[config.mk]
export PLATFORM = sky130hd
export DESIGN_NAME = tmb_timers
export DESIGN_NICKNAME = d
export VERILOG_FILES = /design/src/pkg/tmb_pkg.sv /design/src/core/tmb_pin_sync.sv /design/src/core/tmb_timers.sv
export VERILOG_INCLUDE_DIRS = /design/src /design/src/pkg
export SDC_FILE = /design/constraint.sdc
export NUM_CORES = 1
export LEC_CHECK = 0
export BUFFER_PORTS_ARGS = -buffer_cell sky130_fd_sc_hd__clkbuf_2
export CAP_MARGIN = 5
export CORE_ASPECT_RATIO = 0.6
export CORE_MARGIN = 2
export CORE_UTILIZATION = 34
export CTS_BUF_LIST = sky130_fd_sc_hd__clkbuf_4 sky130_fd_sc_hd__clkbuf_8 sky130_fd_sc_hd__clkbuf_16
export CTS_CLUSTER_DIAMETER = 40
export DETAILED_ROUTE_END_ITERATION = 12
export PLACE_DENSITY_LB_ADDON = 0.3
export REMOVE_ABC_BUFFERS = 1
export SYNTH_ARGS = -nofsm -noshare
export SYNTH_HDL_FRONTEND = slang
export SYNTH_SLANG_ARGS = --single-unit
[constraint.sdc]
create_clock -name ref_clk -period 5.3 [get_ports ref_clk]
set_clock_uncertainty 0.05 [all_clocks]
set_input_delay 1.06 -clock ref_clk [delete_from_list [all_inputs] [get_ports ref_clk]]
set_output_delay 1.06 -clock ref_clk [all_outputs]
set_load 0.01 [all_outputs]
[src/pkg/tmb_defs.svh]
// register addresses, field positions, reset values and counts of the timer block
`ifndef TMB_DEFS_SVH
`define TMB_DEFS_SVH

// register addresses on the special-function bus
`define TMB_A_CTRL_ADDR   8'h88
`define TMB_A_MODE_ADDR   8'h89
`define TMB_A0_LOW_ADDR   8'h8A
`define TMB_A1_LOW_ADDR   8'h8B
`define TMB_A0_HIGH_ADDR  8'h8C
`define TMB_A1_HIGH_ADDR  8'h8D
`define TMB_B_CTRL_ADDR   8'hC8
`define TMB_B_RLD_L_ADDR  8'hCA
`define TMB_B_RLD_H_ADDR  8'hCB
`define TMB_B_CNT_L_ADDR  8'hCC
`define TMB_B_CNT_H_ADDR  8'hCD

// timer_a_control fields
`define TMB_A_TF1         7
`define TMB_A_TR1         6
`define TMB_A_TF0         5
`define TMB_A_TR0         4

// timer_a_mode fields
`define TMB_M0_LSB        0
`define TMB_M0_CT         2
`define TMB_M0_GATE       3
`define TMB_M1_LSB        4
`define TMB_M1_CT         6
`define TMB_M1_GATE       7

// timer_b_control fields
`define TMB_B_TF2         7
`define TMB_B_EXTERNAL_EVENT_FLAG        6
`define TMB_B_RCLK        5
`define TMB_B_TRANSMIT_CLOCK_SELECT        4
`define TMB_B_EXTERNAL_TRIGGER_ENABLE       3
`define TMB_B_TR2         2
`define TMB_B_COUNTER_SELECT_BIT        1
`define TMB_B_CAPTURE_SELECT_BIT        0

// reset values
`define TMB_BYTE_RESET    8'h00
`define TMB_WORD_RESET    16'h0000

// modes of the first two timers
`define TMB_MODE_13       2'h0
`define TMB_MODE_16       2'h1
`define TMB_MODE_AUTO8    2'h2
`define TMB_MODE_SPLIT    2'h3

// core clocks per machine cycle, last value of the divider
`define TMB_MC_LAST       4'hB
`define TMB_BYTE_MAX      8'hFF
`define TMB_WORD_MAX      16'hFFFF

// synchronised pin slots
`define TMB_PINS          6
`define TMB_PIN_CNT0      0
`define TMB_PIN_CNT1      1
`define TMB_PIN_CNTW      2
`define TMB_PIN_TRIG      3
`define TMB_PIN_GATE0     4
`define TMB_PIN_GATE1     5

`endif

[src/pkg/tmb_pkg.sv]
// types shared by the timer block modules
`include "tmb_defs.svh"

package tmb_pkg;

    typedef enum logic [1:0]
    {
        TMB_MODE_13_E    = `TMB_MODE_13,
        TMB_MODE_16_E    = `TMB_MODE_16,
        TMB_MODE_AUTO8_E = `TMB_MODE_AUTO8,
        TMB_MODE_SPLIT_E = `TMB_MODE_SPLIT
    } tmb_mode_e;

    typedef struct packed
    {
        logic [`TMB_PINS-1:0] s1;
        logic [`TMB_PINS-1:0] s2;
        logic [`TMB_PINS-1:0] s3;
        logic [`TMB_PINS-1:0] lvl;
        logic [`TMB_PINS-1:0] fall;
    } tmb_sync_s;

    typedef struct packed
    {
        logic [3:0]  mc_cnt;
        logic [7:0]  mode;
        logic        tf0;
        logic        tr0;
        logic        tf1;
        logic        tr1;
        logic [7:0]  tl0;
        logic [7:0]  th0;
        logic [7:0]  tl1;
        logic [7:0]  th1;
        logic [7:0]  wctl;
        logic [15:0] reload;
        logic [15:0] count;
        logic [7:0]  rdata;
        logic        b_ovf_pulse;
        logic        w_ovf_pulse;
        logic        rx_tick;
        logic        tx_tick;
    } tmb_state_s;

endpackage
[src/core/tmb_pin_sync.sv]
// three-stage pin synchroniser with agreement filter and falling-edge pulse
`timescale 1ns/1ns
`include "tmb_defs.svh"

module tmb_pin_sync
    import tmb_pkg::*;
(
    // clock and reset
    input  wire logic                 ref_clk,
    input  wire logic                 rst_b,
    // raw pins
    input  wire logic [`TMB_PINS-1:0] pin,
    // filtered level and one-cycle fall pulse
    output logic      [`TMB_PINS-1:0] level,
    output logic      [`TMB_PINS-1:0] fall
);

    tmb_sync_s st;
    tmb_sync_s next_st;
    logic [`TMB_PINS-1:0] agreed;

    // idle-high reset makes a pin held low at start give one fall pulse
    always_comb
    begin
        next_st = st;
        next_st.s1 = pin;
        next_st.s2 = st.s1;
        next_st.s3 = st.s2;
        agreed = (st.s2 & st.s3) | (st.lvl & (st.s2 | st.s3));
        next_st.lvl = agreed;
        next_st.fall = st.lvl & ~agreed;
    end

    always_ff @(posedge ref_clk or negedge rst_b)
    begin
        if (!rst_b)
        begin
            st <= '{default: '1, fall: '0};
        end
        else
        begin
            st <= next_st;
        end
    end

    assign level = st.lvl;
    assign fall  = st.fall;

endmodule // tmb_pin_sync

[src/core/tmb_timers.sv]
// 8051-style timers: 8-bit reload and split modes plus the 16-bit timer
//
// Strobed register access was chosen for this implementation.
`timescale 1ns/1ns
`include "tmb_defs.svh"

module tmb_timers
    import tmb_pkg::*;
(
    // clock and reset
    input  wire logic       ref_clk,
    input  wire logic       rst_b,
    // register port
    input  wire logic [7:0] reg_addr,
    input  wire logic [7:0] reg_wdata,
    input  wire logic       reg_wr,
    input  wire logic       reg_rd,
    output logic      [7:0] reg_rdata,
    // external pins
    input  wire logic       first_count_pin,
    input  wire logic       second_count_pin,
    input  wire logic       external_count_pin,
    input  wire logic       trigger_pin,
    input  wire logic       external_gate_pin,
    input  wire logic       second_gate_pin,
    // interrupt vector acknowledges
    input  wire logic       first_timer_vector_ack,
    input  wire logic       second_timer_vector_ack,
    // interrupt flags
    output logic            first_timer_overflow_flag,
    output logic            second_timer_overflow_flag,
    output logic            wide_timer_overflow_flag,
    output logic            external_event_flag,
    // overflow pulses and serial clock ticks
    output logic            second_timer_overflow_pulse,
    output logic            wide_timer_overflow_pulse,
    output logic            serial_rx_clock_tick,
    output logic            serial_tx_clock_tick
);

    logic [1:0]           rst_sync;
    logic                 rst_q_b;
    logic [`TMB_PINS-1:0] pin_raw;
    logic [`TMB_PINS-1:0] pin_lvl;
    logic [`TMB_PINS-1:0] pin_fall;
    tmb_state_s           st;
    tmb_state_s           next_st;

    // mode decode and count events
    tmb_mode_e   mode0;
    tmb_mode_e   mode1;
    logic        mc_tick;
    logic        t0_split;
    logic        t0_ev;
    logic        t0_run;
    logic        t0_ovf;
    logic        th0_ovf;
    logic        t1_run;
    logic        t1_ovf;
    logic        baud_use;
    logic        w_run;
    logic        w_ev;
    logic        w_ovf;
    logic        trig_ev;
    logic        trig_act;
    logic        wr_hit_ctl_a;
    logic        wr_hit_ctl_w;
    logic [7:0]  rd_mux;

    // reset released through two flops
    always_ff @(posedge ref_clk or negedge rst_b)
    begin
        if (!rst_b)
        begin
            rst_sync <= 2'h0;
        end
        else
        begin
            rst_sync <= {rst_sync[0], 1'b1};
        end
    end

    assign rst_q_b = rst_sync[1];

    assign pin_raw = {second_gate_pin, external_gate_pin, trigger_pin,
                      external_count_pin, second_count_pin,
                      first_count_pin};

    tmb_pin_sync u_sync
    (
        .ref_clk (ref_clk),
        .rst_b   (rst_q_b),
        .pin     (pin_raw),
        .level   (pin_lvl),
        .fall    (pin_fall)
    );

    always_comb
    begin
        next_st = st;

        // machine-cycle enable from the core clock
        mc_tick = (st.mc_cnt == `TMB_MC_LAST);
        next_st.mc_cnt = mc_tick ? 4'h0 : st.mc_cnt + 4'h1;

        mode0 = tmb_mode_e'(st.mode[`TMB_M0_LSB +: 2]);
        mode1 = tmb_mode_e'(st.mode[`TMB_M1_LSB +: 2]);
        t0_split = (mode0 == TMB_MODE_SPLIT_E);

        // first timer low byte; modes 13 and 16 hold their count here
        t0_ev = st.mode[`TMB_M0_CT] ? pin_fall[`TMB_PIN_CNT0] : mc_tick;
        t0_run = st.tr0 &
                 (~st.mode[`TMB_M0_GATE] | pin_lvl[`TMB_PIN_GATE0]);
        t0_ovf = 1'b0;
        if (t0_run && t0_ev &&
            (mode0 == TMB_MODE_AUTO8_E || t0_split))
        begin
            if (st.tl0 == `TMB_BYTE_MAX)
            begin
                t0_ovf = 1'b1;
                next_st.tl0 = (mode0 == TMB_MODE_AUTO8_E) ?
                              st.th0 : `TMB_BYTE_RESET;
            end
            else
            begin
                next_st.tl0 = st.tl0 + 8'h01;
            end
        end

        // first timer high byte as a machine-cycle timer in split mode
        th0_ovf = 1'b0;
        if (t0_split && st.tr1 && mc_tick)
        begin
            th0_ovf = (st.th0 == `TMB_BYTE_MAX);
            next_st.th0 = st.th0 + 8'h01;
        end

        // second timer: only auto8 counts; split freezes like a cleared run
        // bit; while the first timer is split its run bit is borrowed, so
        // it runs whenever it is out of its own split mode
        t1_run = (mode1 != TMB_MODE_SPLIT_E) &
                 (t0_split ? 1'b1 :
                  st.tr1 & (~st.mode[`TMB_M1_GATE] |
                            pin_lvl[`TMB_PIN_GATE1]));
        t1_ovf = 1'b0;
        if (t1_run && mode1 == TMB_MODE_AUTO8_E &&
            (st.mode[`TMB_M1_CT] ? pin_fall[`TMB_PIN_CNT1] : mc_tick))
        begin
            if (st.tl1 == `TMB_BYTE_MAX)
            begin
                t1_ovf = 1'b1;
                next_st.tl1 = st.th1;
            end
            else
            begin
                next_st.tl1 = st.tl1 + 8'h01;
            end
        end

        // wide timer
        baud_use = st.wctl[`TMB_B_RCLK] | st.wctl[`TMB_B_TRANSMIT_CLOCK_SELECT];
        w_run = st.wctl[`TMB_B_TR2];
        w_ev = st.wctl[`TMB_B_COUNTER_SELECT_BIT] ?
               pin_fall[`TMB_PIN_CNTW] : 1'b1;
        w_ovf = w_run && w_ev && (st.count == `TMB_WORD_MAX);
        trig_ev = pin_fall[`TMB_PIN_TRIG] &
                  st.wctl[`TMB_B_EXTERNAL_TRIGGER_ENABLE];
        trig_act = trig_ev & ~baud_use;

        if (w_run && w_ev)
        begin
            if (w_ovf && (baud_use || !st.wctl[`TMB_B_CAPTURE_SELECT_BIT]))
            begin
                next_st.count = st.reload;
            end
            else
            begin
                next_st.count = st.count + 16'h0001;
            end
        end
        if (trig_act)
        begin
            if (st.wctl[`TMB_B_CAPTURE_SELECT_BIT])
            begin
                next_st.reload = st.count;
            end
            else
            begin
                next_st.count = st.reload;
            end
        end

        // software writes; a data write beats the same-cycle count
        wr_hit_ctl_a = reg_wr && (reg_addr == `TMB_A_CTRL_ADDR);
        wr_hit_ctl_w = reg_wr && (reg_addr == `TMB_B_CTRL_ADDR);
        if (reg_wr)
        begin
            case (reg_addr)
                `TMB_A_MODE_ADDR:  next_st.mode = reg_wdata;
                `TMB_A0_LOW_ADDR:  next_st.tl0 = reg_wdata;
                `TMB_A1_LOW_ADDR:  next_st.tl1 = reg_wdata;
                `TMB_A0_HIGH_ADDR: next_st.th0 = reg_wdata;
                `TMB_A1_HIGH_ADDR: next_st.th1 = reg_wdata;
                `TMB_B_RLD_L_ADDR: next_st.reload[7:0] = reg_wdata;
                `TMB_B_RLD_H_ADDR: next_st.reload[15:8] = reg_wdata;
                `TMB_B_CNT_L_ADDR: next_st.count[7:0] = reg_wdata;
                `TMB_B_CNT_H_ADDR: next_st.count[15:8] = reg_wdata;
                default:           next_st.mode = next_st.mode;
            endcase
        end
        if (wr_hit_ctl_a)
        begin
            next_st.tf1 = reg_wdata[`TMB_A_TF1];
            next_st.tr1 = reg_wdata[`TMB_A_TR1];
            next_st.tf0 = reg_wdata[`TMB_A_TF0];
            next_st.tr0 = reg_wdata[`TMB_A_TR0];
        end
        if (wr_hit_ctl_w)
        begin
            next_st.wctl = reg_wdata;
        end

        // vector acknowledges clear; hardware sets below win over clears
        if (first_timer_vector_ack)
        begin
            next_st.tf0 = 1'b0;
        end
        if (second_timer_vector_ack)
        begin
            next_st.tf1 = 1'b0;
        end
        if (t0_ovf)
        begin
            next_st.tf0 = 1'b1;
        end
        if (t0_split ? th0_ovf : t1_ovf)
        begin
            next_st.tf1 = 1'b1;
        end
        if (w_ovf && !baud_use)
        begin
            next_st.wctl[`TMB_B_TF2] = 1'b1;
        end
        if (trig_act || (trig_ev && baud_use))
        begin
            next_st.wctl[`TMB_B_EXTERNAL_EVENT_FLAG] = 1'b1;
        end

        // serial clock sources
        next_st.b_ovf_pulse = t1_ovf;
        next_st.w_ovf_pulse = w_ovf;
        next_st.rx_tick = st.wctl[`TMB_B_RCLK] ? w_ovf : t1_ovf;
        next_st.tx_tick = st.wctl[`TMB_B_TRANSMIT_CLOCK_SELECT] ? w_ovf : t1_ovf;

        // read data stands only in the cycle after the strobe
        case (reg_addr)
            `TMB_A_CTRL_ADDR:  rd_mux = {st.tf1, st.tr1, st.tf0, st.tr0,
                                         4'h0};
            `TMB_A_MODE_ADDR:  rd_mux = st.mode;
            `TMB_A0_LOW_ADDR:  rd_mux = st.tl0;
            `TMB_A1_LOW_ADDR:  rd_mux = st.tl1;
            `TMB_A0_HIGH_ADDR: rd_mux = st.th0;
            `TMB_A1_HIGH_ADDR: rd_mux = st.th1;
            `TMB_B_CTRL_ADDR:  rd_mux = st.wctl;
            `TMB_B_RLD_L_ADDR: rd_mux = st.reload[7:0];
            `TMB_B_RLD_H_ADDR: rd_mux = st.reload[15:8];
            `TMB_B_CNT_L_ADDR: rd_mux = st.count[7:0];
            `TMB_B_CNT_H_ADDR: rd_mux = st.count[15:8];
            default:           rd_mux = 8'h00;
        endcase
        next_st.rdata = reg_rd ? rd_mux : 8'h00;
    end

    always_ff @(posedge ref_clk or negedge rst_q_b)
    begin
        if (!rst_q_b)
        begin
            st <= '0;
        end
        else
        begin
            st <= next_st;
        end
    end

    assign reg_rdata                   = st.rdata;
    assign first_timer_overflow_flag   = st.tf0;
    assign second_timer_overflow_flag  = st.tf1;
    assign wide_timer_overflow_flag    = st.wctl[`TMB_B_TF2];
    assign external_event_flag         = st.wctl[`TMB_B_EXTERNAL_EVENT_FLAG];
    assign second_timer_overflow_pulse = st.b_ovf_pulse;
    assign wide_timer_overflow_pulse   = st.w_ovf_pulse;
    assign serial_rx_clock_tick        = st.rx_tick;
    assign serial_tx_clock_tick        = st.tx_tick;

endmodule // tmb_timers

; Word-level counts from Yosys, hierarchy flattened
; Index checks and enable logic that the tools add are counted.
[classes]
add_sub_neg = 5
eq_ne = 20
muxes = 44
bitwise = 17
reduce_logical = 24
[ops]
columns = operator, n
row1 = $mux W8, 16
row2 = $eq A8 B8 Y1 const B, 14
row3 = $mux W32, 3
row4 = $pmux W8 S11, 1
row5 = $mux W16, 4
row6 = $add A8 B1 Y8 const B, 3
row7 = $mux W1, 18
row8 = $add A16 B1 Y16 const B, 1
row9 = $eq A16 B16 Y1 const B, 1
row10 = $logic_and A1 B1 Y1, 13
row11 = $and A6 B6 Y6, 2
row12 = $or A6 B6 Y6, 2
row13 = $mux W4, 2
row14 = $eq A2 B2 Y1 const B, 3
row15 = $reduce_bool A3 Y1, 2
row16 = $and A1 B1 Y1, 5
row17 = $add A4 B1 Y4 const B, 1
row18 = $and A4 B4 Y4, 1
row19 = $eq A4 B4 Y1 const B, 1
row20 = $not A4 Y4, 1
row21 = $reduce_and A2 Y1, 2
row22 = $reduce_bool A2 Y1, 2
row23 = $logic_or A1 B1 Y1, 3
row24 = $not A1 Y1, 3
row25 = other kinds (3), 6
[word_totals]
regBits = 130
output_inout_bits = 16
word_cells = 136

; Depth between registers and ports, before layout
; Gate-level depths: netlist of run 1.
[logic_depth]
ltp_word = 10
mapped_depth = 8
depth_no_buf = 7

; Hierarchy
; From an unflattened synthesis of run 1, not the netlist that was laid out.
[hier_totals]
cells_unflattened = 738
hier_area_um2 = 7340.8
[by_module_without_submodules]
columns = mod, n_inst, cells_per_inst, area_per_inst_um2
row1 = tmb_timers, 1, 684, 6357.3
row2 = tmb_pin_sync, 1, 54, 983.4

; Worst setup path after synthesis of run 1
; OpenSTA, ideal clock, no wires.
[synth_timing]
kind = input to register
start = in reg_addr[0]
end = reg st, in the netlist reg_rdata[3]
setup_ps = 150
arrival_ps = 2353
setup_slack_ps = 2747
path_stages = 8
path_buffers = 2
cell_sequence = buf_2 nor2b_1 buf_2 and3_1 a221oi_1 nor2_1 a221oi_1 nor2_1
[synth_lines]
columns = item, line_no
row1 = "start, declared", tmb_timers.sv:14  ; input wire logic [7:0] reg_addr,
row2 = "end signal, assigned", tmb_timers.sv:282  ; st <= next_st;
row3 = "end, declared", tmb_timers.sv:46  ; tmb_state_s st;

; Final worst setup path of run 1
[layout_timing]
start = in reg_addr[0]
end = reg st[58] (netlist bit)
[layout_via]
elab_chain_cells = 2
[layout_lines]
columns = item, line_no
row1 = $eq A8 B8 Y1, tmb_timers.sv:198  ; case (reg_addr)
row2 = $reduce_and A2 Y1 (no line), n/a
; No other way between the ends.
; A chain may end at the register's enable or synchronous reset.

==> results of run 1 <==
[worst max-delay path, cell delays in order]
cell and delay, ps:
clkbuf_2 500, nor2b_1 750, nand3_1 310, nor2_2 460, mux2_2 390
[registers in the layout, indices dropped and copies added (netlist names), 2 cells and up]
| name | count |
|---|---|
| st | 80 |
| u_sync.next_st | 12 |
| u_sync.fall | 4 |
| u_sync.level | 6 |
| mode0 | 2 |
| mode1 | 2 |
| rst_sync | 2 |
| u_sync.st | 6 |
| reg_rdata | 8 |
[final timing paths]
path,startpoint,end,cells after the start
hold / removal,rst_sync[0],rst_sync[1],0
min in group asynchronous,rst_sync[1],st[79],0
setup / recovery,reg_addr[0],st[58],5
hold reg to reg,rst_sync[0],rst_sync[1],0
max in group asynchronous,rst_sync[1],u_sync.next_st[23],1
setup reg to reg,st[96],st[64],7
[cell type report]
cell class,count,area [um2]
Tap cell,273,342
Clock buffer,19,447
Multi-Input combinational cell,509,3460
Sequential cell,130,3290
Clock inverter,13,150
Timing Repair Buffer,48,253
Fill cell,2021,12100
Inverter,9,33.8
[per-layer routing]
metal  vias to the layer above  global-route usage, %  part of all wire, %
met1                      2779                   33.9                   51
met3                        14                   7.81                   12
met2                       283                   24.6                   36
met5                         -                      0                    0
li1                       2581                      -                    -
met4                         0                   4.34                 0.73
[cells in the final DEF, fill, tap and decap left out, types with 5 or more instances in the layout]
| master | n |
|---|---|
| a31oi_1 | 14 |
| xnor2_1 | 10 |
| a22o_1 | 14 |
| and3_1 | 7 |
| buf_4 | 5 |
| nand2_1 | 75 |
| a21o_1 | 5 |
| and2_1 | 5 |
| mux2i_1 | 40 |
| dfstp_2 | 24 |
| maj3_1 | 6 |
| a21oi_1 | 50 |
| clkbuf_2 | 43 |
| a22oi_1 | 6 |
| nor2_1 | 56 |
| a221oi_1 | 9 |
| mux2_2 | 32 |
| o22ai_1 | 8 |
| clkbuf_16 | 17 |
| ha_1 | 5 |
| xor2_1 | 6 |
| dfrtp_1 | 105 |
| nand3_1 | 28 |
| nand4_1 | 9 |
| inv_1 | 9 |
| o21ai_0 | 38 |
| nor3_1 | 8 |
| o31ai_1 | 5 |
[stage by stage]
| stage | cells | hold slack, ps | setup WS (ps) | instance area (um2) |
|---|---|---|---|---|
| floorplan | 648 | 281 | 1400 | 6780 |
| global placement | 969 | 282 | 1710 | 7380 |
| detailed placement | 969 | 286 | 1660 | 7380 |
| CTS | 1001 | 299 | 2080 | 7970 |
| global route | 1001 | 309 | 1860 | 7970 |
| finish | 1001 | 297 | 2050 | 7970 |
[cells by family after synthesis]
| group | after synthesis | share of synthesized area, % |
|---|---|---|
| AO/OA/AOI/OAI | 170 | 15.7 |
| XOR/XNOR | 16 | 2.00 |
| adder cells (fa/ha/maj) | 11 | 1.75 |
| buffers and inverters | 54 | 3.87 |
| flip-flops | 130 | 46.8 |
| multiplexers | 75 | 11.8 |
| other | 1 | 0.0535 |
| AND/OR/NAND/NOR | 236 | 18.0 |
[power groups by stage]
stage	registers, mW	clock network, mW	logic [mW]
after global placement	1.24	0	0.298
final	1.23	1.19	0.306
after global routing	1.24	1.26	0.338
after CTS	1.23	1.21	0.302
after floorplan	1.19	0	0.207
after detailed placement	1.24	0	0.300
==> metrics.md, run 1 <==
| Metric | Value |
|---|---|
| Synth cell types | 72 |
| H-tree depth | 4 |
| Max-cap violations | 0 |
| Die span in y | ~120 um |
| Avg Cell Area, Syn | 10.1 um2 |
| Core area | 20,100 um2 |
| Crit-path max FO | 26 |
| Kind of critical path | input port to register |
| Number of synthesized flops with an enable pin | 0 |
| Maximum buffer depth of the clock tree | 2 |
| Worst setup SP type | input port |
| Clock network power share | a little over two fifths |
| Yosys warning count | 0 |
| Outcome | complete, no violations |
| Hold_buf cts | 0 |
| Sw frac | 28.9% |
| Detail Route Antenna Nets | 0 |
| Vias post-DR | 5,657 |
| FMAX | 307 MHz |
| Arrival time at the worst endpoint | 3500 ps |
| R2R Setup Slk | 2610 ps |
| IO Count | 44 |
| Fin crit period | 3250 ps |
| Yosys top cell area share | 37.8% |
| Ys async rst share | 100% |
| VDD IR max | 0.000223 V |
| Dpl hpwl | 15,700 um |
| Clock-pin transition on the worst setup and hold timing paths | 60 ps |
| Synth Instances | 693 |
| Row count | 40 |
| First-pass GRT wire length | 33,200 um |
| Count of buffers from port buffering | 43 |
| Initial DRT Pass Iterations | 6 |
| Largest cells by area after synthesis | dfrtp_1 (38%), dfstp_2 (9.0%), mux2i_1 (5.7%) |
| P&R area growth vs syn | 13.6% |
| RSZ-0062 raised after global routing | false |
| Die Wd | 189 um |
| Starting density of the core | roughly a third |
| GP Congestion | ~0.95 |
| Worst Path Required | around 5600 ps |
| Slew @ Worst Pin | 1000 ps |
| DR iter-0 viols | 696 |
| Period utilisation layout | about three fifths |
| Final setup fails | 0 |
| Final hold viol count | 0 |
| Post-synthesis sequential area ratio | 46.8% |
| Accumulated negative setup slack | 0 ps |
| Switching Power | 787 uW |
| # diodes | 0 |
| WL/cell | between 20 and 25 um |
| Gates resized, CTS repair | 0 |
| Yosys reg bits | 130 |
| CP Capture Type | register |
| Later-pin clock latency in the skew report | 420 ps |
| Part of the power in registers | 45.2% |
| Primary FF master, synth | dfrtp_1 |
| Gate power share | 11.2% |
| GRT Overall Usage | between 20% and 30% |
| Largest net degree at the start of global routing | 51 |
| Post-CTS Setup Inserts | 0 |
| Clock root cell | clkbuf_16 |
| Die Area | between 20,000 and 25,000 um2 |
| Nets | 748 |
| Commonest cells post-synth | dfrtp_1 (106), nand2_1 (75), nor2_1 (56) |
| Drt drc | 0 |
| CTS buffer count | 17 |
| Leakage power | 3.22 nW |
| Clk sinks | 130 |
| Yosys top cell by area | dfrtp_1 |
| GR Overflow Total | 0 |
| Synthesized area | 7020 um2 |
| Via-to-Cell Ratio | approximately 5.7 |
| Routed wire length | 21,600 um |
| Number of global-route vias before repair | 5,133 |
| Slew headroom | between 30% and 40% |
| Initial antenna violation count | 0 |
| Layout cells sized above 1 | 22.9% |
| Hold WC Path Type | register to register |
| CTS tree | yes |
| Internal power | 1.94 mW |
| Power Density | 342 nW/um2 |
| Most common cell in the netlist | dfrtp_1 |
| Slew Viols, Final | 0 |
| Finished Core Util | approximately two fifths |
| Design Power | between 2 and 3 mW |
(Power assumes the default switching activity.)
==> run 2: changes to the inputs <==
==> constraint.sdc (replaced) <==
create_clock -name ref_clk -period 3.23 [get_ports ref_clk]
set_clock_uncertainty 0.05 [all_clocks]
set_input_delay 0.646 -clock ref_clk [delete_from_list [all_inputs] [get_ports ref_clk]]
set_output_delay 0.646 -clock ref_clk [all_outputs]
set_load 0.01 [all_outputs]
==> metrics.md, run 2 (synthesis results as in run 1) <==
| Metric | Value |
|---|---|
| Later-pin clock latency in the skew report | 440 ps (was 420 ps) |
| Power Density | 564 nW/um2 (was 342 nW/um2) |
| P&R area growth vs syn | 15.8% (was 13.6%) |
| R2R depth | 8 (was 7) |
| WL/cell | 21.9 um (was 21.6 um) |
| Hold path depth | 1 (was 0) |
| Clock-pin transition on the worst setup and hold timing paths | 60 ps (about the same) |
| Max-cap violations | 0 (unchanged) |
| Metal3 WL | 2710 um (was 2630 um) |
| Slew headroom | 32.4% (was 33.2%) |
| CTS tree | yes (unchanged) |
| Count of buffers from port buffering | 43 (unchanged) |
| Die Area | 21,800 um2 (unchanged) |
| CTS buffer count | 17 (unchanged) |
| Largest net degree at the start of global routing | 64 (was 51) |
| Hold Crit Start | first_count_pin (was rst_sync[0]) |
| Vias post-DR | 5,726 (was 5,657) |
| H-tree depth | 4 (unchanged) |
| GR Overflow Total | 0 (unchanged) |
| Worst setup SP type | register (was input port) |
| Final hold viol count | 0 (unchanged) |
| Die span in y | 115 um (unchanged) |
| FMAX | 403 MHz |
| Initial antenna violation count | 1 (was 0) |
| Initial DRT Pass Iterations | 5 (was 6) |
| RSZ-0062 raised after global routing | false (unchanged) |
| Finished Layout Cells | 1,016 (was 1,001) |
| Outcome | complete, no violations (unchanged) |
| IO Count | 44 (unchanged) |
| Slew Viols, Final | 0 (unchanged) |
| CP Capture Type | register (unchanged) |
| Detail Route Antenna Nets | 0 (unchanged) |
| Most frequent cells in the layout | dfrtp_1 (105), nand2_1 (75), nor2_1 (56) (unchanged) |
| Final setup fails | 0 (unchanged) |
| Starting density of the core | 34.9% (unchanged) |
| Clock root cell | clkbuf_16 (unchanged) |
| Dpl cells | 983 (was 969) |
| Leading cell type in the layout, fill and taps excluded | dfrtp_1 (unchanged) |
| VDD IR max | 0.000371 V (was 0.000223 V) |
| Met2 wire len | 7750 um (was 7830 um) |
| Routed wire length | 22,200 um (was 21,600 um) |
| Drt drc | 0 (unchanged) |
| Slew @ Worst Pin | 1010 ps (was 1000 ps) |
| # diodes | 0 (unchanged) |
| Worst Path Required | 3550 ps (was 5550 ps) |
| Kind of critical path | register to register (was input port to register) |
| Filler Cells Inserted | 1,956 (was 2,021) |
| Fin crit period | 2480 ps |
| Hold WS | 241 ps (was 297 ps) |
| Crit-path max FO | 8 (was 26) |
| GP Congestion | 0.985 (was 0.954) |
| GRT Overall Usage | 21.2% (was 20.8%) |
| Biggest register | st (unchanged) |
| Top Layer Used | met5 (was met4) |
| Row count | 40 (unchanged) |
| Hold WC Path Type | input port to register (was register to register) |
| Post-CTS Setup Inserts | 0 (unchanged) |
| Period utilisation layout | 76.9% |
| Die Wd | 189 um (unchanged) |
| Reg2Reg Capture Point | st[63] (was st[64]) |
| Arrival time at the worst endpoint | 2800 ps (was 3500 ps) |
| Dpl hpwl | 16,200 um (was 15,700 um) |
| Number of global-route vias before repair | 5,330 (was 5,133) |
| Clk sinks | 130 (unchanged) |
| Hold Crit Endpoint | u_sync.next_st[18] (was rst_sync[1]) |
| Wire length on met1 | 11,500 um (was 11,000 um) |
| Layout cells sized above 1 | 24.4% (was 22.9%) |
| Leakage power | 3.31 nW (was 3.22 nW) |
| Max reg flops | 80 (unchanged) |
| First-pass GRT wire length | 33,900 um (was 33,200 um) |
| Core area | 20,100 um2 (unchanged) |
| DR iter-0 viols | 672 (was 696) |
| Via-to-Cell Ratio | 5.64 (was 5.65) |
| Nets | 763 (was 748) |
| Maximum buffer depth of the clock tree | 2 (unchanged) |
| R2R Setup Slk | 750 ps (was 2610 ps) |
| Worst r2r src | st[96] (unchanged) |
## run 2: how the worst max path moves through the flow
stage                startpoint             endpoint  cells after the start
global route             st[96]               st[66]                      7
finish                   st[96]               st[63]                      8
floorplan           rst_sync[1]  external_event_flag                      0
detailed placement  reg_addr[5]               st[67]                      6
CTS                      st[96]               st[63]                      8
global placement    reg_addr[5]               st[67]                      6
## run 2: per-stage QoR
step           TNS [ps]  cell area [um2]  total power [mW]  util (%)  worst slack [ps]
6_report              0             8120              4.58      40.4               746
5_1_grt               0             8120              4.75      40.4               659
4_1_cts               0             8120              4.59      40.4               819
3_5_place_dp          0             7490              2.54      37.2               561
3_3_place_gp          0             7490              2.54      37.2               575
2_1_floorplan    -69480             6780              2.29         -              -668
## run 2: worst max-delay path, cell delays in order, from the launching register on
cell and delay, ps:
dfrtp_1 370, ha_1 200, and3b_1 270, mux2i_1 150, a2111oi_4 670, buf_4 280, a21oi_1 80, a211oi_1 240
a21o_1 110
## run 2: per-layer routing
metal	GRT usage, %	up-vias
li1	-	2611
met1	34.5	2779
met2	25.1	308
met3	8.27	26
met4	4.70	2
met5	0	-
## run 2: what timing repair did
| action | in CTS | in global routing |
|---|---|---|
| hold buffers | 1 | 0 |
| endpoints found under the hold margin | 2 | 0 |
| gates resized for setup | 0 | 0 |
## run 2: power by group
group	total, mW	switching, mW	internal, mW
clock	2.04	0.767	1.28
combinational	0.515	0.281	0.234
sequential	2.02	0.246	1.78
total	4.58	1.29	3.29
## run 2: final cells by class
class | instances | area [um2] | area share (%)
Multi-Input combinational cell | 509 | 3460 | 42.6
Clock inverter | 11 | 153 | 1.88
Inverter | 9 | 33.8 | 0.416
Timing Repair Buffer | 63 | 380 | 4.68
Clock buffer | 21 | 468 | 5.76
Sequential cell | 130 | 3290 | 40.5
Tap cell | 273 | 342 | 4.20
==> run 3: changes to the inputs <==
--- a/config.mk
+++ b/config.mk
@@ -6,6 +6,7 @@
 export SDC_FILE = /design/constraint.sdc
 export NUM_CORES = 1
 export LEC_CHECK = 0
+export ABC_AREA = 1
 export BUFFER_PORTS_ARGS = -buffer_cell sky130_fd_sc_hd__clkbuf_2
 export CAP_MARGIN = 5
 export CORE_ASPECT_RATIO = 0.6
==> constraint.sdc (replaced) <==
create_clock -name ref_clk -period 2.23 [get_ports ref_clk]
set_clock_uncertainty 0.05 [all_clocks]
set_input_delay 0.446 -clock ref_clk [delete_from_list [all_inputs] [get_ports ref_clk]]
set_output_delay 0.446 -clock ref_clk [all_outputs]
set_load 0.01 [all_outputs]
==> metrics.md, run 3 <==
| Metric | Value |
|---|---|
| Final hold viol count | 0 (unchanged) |
| Power Density | 740 nW/um2 (was 564 nW/um2) |
| DR iter-0 viols | 766 (was 672) |
| Clock root cell | clkbuf_16 (unchanged) |
| VDD IR max | 0.000519 V (was 0.000371 V) |
| Design area | 8900 um2 (was 8120 um2) |
| Max reg flops | 80 (unchanged) |
| Worst Path Required | 2510 ps (was 3550 ps) |
| Initial antenna violation count | 1 (unchanged) |
| Fin crit period | 2030 ps (was 2480 ps) |
| IO Count | 44 (unchanged) |
| Synth Instances | 1,021 (was 693) |
| Row count | 42 (was 40) |
| Drt drc | 0 (unchanged) |
| Die Area | 23,800 um2 (was 21,800 um2) |
| GP Congestion | 0.933 (was 0.985) |
| Ys async rst share | 100% (unchanged) |
| Post-CTS Setup Inserts | 0 (unchanged) |
| Slew headroom | 63.3% (was 32.4%) |
| Slowest stage delay, CP | 440 ps (was 670 ps) |
| Dpl cells | 1,361 (was 983) |
| Dpl hpwl | 18,700 um (was 16,200 um) |
| Yosys top cell by area | dfrtp_1 (unchanged) |
| Finished Layout Cells | 1,394 (was 1,016) |
| Layout cells sized above 1 | 18.7% (was 24.4%) |
| Kind of critical path | register to register (unchanged) |
| Die Wd | 198 um (was 189 um) |
| Outcome | complete, no violations (unchanged) |
| CTS buffer count | 17 (unchanged) |
| Initial DRT Pass Iterations | 6 (was 5) |
| R2R Setup Slk | 200 ps (was 750 ps) |
| Starting density of the core | 34.7% (was 34.9%) |
| RSZ-0062 raised after global routing | false (unchanged) |
| Number of global-route vias before repair | 6,385 (was 5,330) |
| Final setup fails | 0 (unchanged) |
| Synthesized area | 7680 um2 (was 7020 um2) |
| Period utilisation layout | 90.9% (was 76.9%) |
| Primary FF master, synth | dfrtp_1 (unchanged) |
| Vias post-DR | 6,949 (was 5,726) |
| Clock-pin transition on the worst setup and hold timing paths | 60 ps (about the same) |
| Maximum buffer depth of the clock tree | 2 (unchanged) |
| Max-cap violations | 0 (unchanged) |
| Arrival time at the worst endpoint | 2310 ps (was 2800 ps) |
| Die span in y | 120 um (was 115 um) |
| P&R area growth vs syn | 15.9% (was 15.8%) |
| Yosys warning count | 0 (unchanged) |
| Placed inst area | 8240 um2 (was 7490 um2) |
| GRT Overall Usage | 22.0% (was 21.2%) |
| Leading cell type in the layout, fill and taps excluded | nand2_1 (was dfrtp_1) |
| Core area | 22,100 um2 (was 20,100 um2) |
| Largest cells by area after synthesis | dfrtp_1 (35%), nand2_1 (13%), dfstp_2 (8.2%) (was dfrtp_1 (38%), dfstp_2 (9.0%), mux2i_1 (5.7%)) |
| Accumulated negative setup slack | 0 ps (unchanged) |
| CTS tree | yes (unchanged) |
| GR Overflow Total | 0 (unchanged) |
| Hold WC Path Type | input port to register (unchanged) |
| Detail Route Antenna Nets | 0 (unchanged) |
| # diodes | 0 (unchanged) |
| Filler Cells Inserted | 2,296 (was 1,956) |
| Worst path most repeated cell | nand2_1 |
| WL/cell | 17.9 um (was 21.9 um) |
| First-pass GRT wire length | 38,800 um (was 33,900 um) |
| Synth cell types | 49 (was 72) |
| Yosys reg bits | 130 (unchanged) |
| Via-to-Cell Ratio | 4.98 (was 5.64) |
| Nets | 1,106 (was 763) |
| FMAX | 493 MHz (was 403 MHz) |
| Most common cell in the netlist | nand2_1 (was dfrtp_1) |
| Most frequent cells in the layout | nand2_1 (268), inv_1 (144), o21ai_0 (106) (was dfrtp_1 (105), nand2_1 (75), nor2_1 (56)) |
| Clk sinks | 130 (unchanged) |
| Count of buffers from port buffering | 43 (unchanged) |
| CP max stage cell | dfrtp_2 (was a2111oi_4) |
| Avg Cell Area, Syn | 7.52 um2 (was 10.1 um2) |
| Commonest cells post-synth | nand2_1 (269), inv_1 (144), dfrtp_1 (106), o21ai_0 (106), nor2_1 (74) (was dfrtp_1 (106), nand2_1 (75), nor2_1 (56)) |
| Crit-path max FO | 13 (was 8) |
| Routed wire length | 24,900 um (was 22,200 um) |
| Worst-path cell chain | ha_1, nand2_2, nor2_4, nand2_4, nor2_8, nand3_4, or2_0, nand3_1, nand2_1, nand2_1, nand2_1 (was ha_1, and3b_1, mux2i_1, a2111oi_4, buf_4, a21oi_1, a211oi_1, a21o_1) |
| H-tree depth | 4 (unchanged) |
| CP Capture Type | register (unchanged) |
| Post-synthesis sequential area ratio | 42.7% (was 46.8%) |
| Leakage power | 4.23 nW (was 3.31 nW) |
| Yosys top cell area share | 34.5% (was 37.8%) |
| Biggest register | st (unchanged) |
| Later-pin clock latency in the skew report | 430 ps (was 440 ps) |
| Slew @ Worst Pin | 550 ps (was 1010 ps) |
| Largest net degree at the start of global routing | 47 (was 64) |
| Slew Viols, Final | 0 (unchanged) |
| Number of synthesized flops with an enable pin | 0 (unchanged) |
| Worst setup SP type | register (unchanged) |
-- run 3: changes by cell type after synthesis, moves of 17 or more --
cell and delta:
inv_1 +135, nand3_1 +23, nand2_1 +194, nand2_2 +17, nor2_1 +18, mux2_2 -30, mux2i_1 -40, o21ai_1 +28
a21oi_1 -26, o21ai_0 +68
-- run 3: critical path, delay by kind of cell, from the launching register on --
kind | cells | cell delay [ps]
simple gates | 10 | 1180
flops | 1 | 440
fa+ha+maj | 1 | 250
-- run 3: report_power, final --
group | leakage, nW | internal [mW] | total (mW) | switching, mW
Clock | 0.313 | 1.89 | 3.02 | 1.14
Sequential | 1.59 | 2.56 | 2.77 | 0.210
Combinational | 2.34 | 0.285 | 0.804 | 0.518
Total | 4.23 | 4.73 | 6.59 | 1.86
-- run 3: final cells by class --
type	count	area [um2]	area share, %
clock inverters	6	48.8	0.548
clock buffers	26	604	6.79
well taps	308	385	4.33
flip-flops and latches	130	3290	36.9
multi-input cells	700	3560	40.0
inverters	159	597	6.70
repair buffers	65	420	4.72
-- run 3: what timing repair did --
item	in CTS	in global routing
hold endpoints to repair	2	0
hold buffers	1	0
gates resized for setup	0	3
endpoints found under the setup margin	0	4
-- run 3: path summary, 6_finish.rpt --
path                             startpoint                        to  cells past startpoint
setup reg to reg                     st[12]                    st[23]                     11
hold reg to reg                 rst_sync[1]            u_sync.fall[2]                      0
hold / removal             second_count_pin        u_sync.next_st[19]                      1
min in group asynchronous       rst_sync[1]            u_sync.fall[2]                      0
max in group asynchronous       rst_sync[1]  wide_timer_overflow_flag                      1
setup / recovery                     st[12]                    st[23]                     11
-- run 3: kinds of logic after synthesis --
kind of cell               Yosys count  share of synthesized area [%]
AOI/OAI and AO/OA                  194                           14.0
xor gates and xnor gates            13                           1.48
adders and majority gates           11                           1.60
buffers and inverters              191                           11.0
DFF                                130                           42.7
muxes                                2                          0.293
other                                1                         0.0488
and+or+nand+nor                    479                           28.9
-- run 3: per-layer routing --
layer,vias to the layer above,track usage (%),wire [um]
met5,-,0,11
met4,2,5.03,263
met3,32,7.84,2970
met2,320,27.7,9240
met1,3231,34.6,12400
li1,3364,-,-
-- run 3: metrics by stage --
stage                     hold slack (ps)  total power, mW  worst slack, ps  util (%)
final                                40.7             6.59              202      40.3
after global routing                 23.8             6.87             53.2      40.3
after CTS                            29.2             6.61              134      40.2
after detailed placement              184             3.58              124      37.2
after global placement                184             3.58              121      37.2
after floorplan                       100             3.24            -1670         -
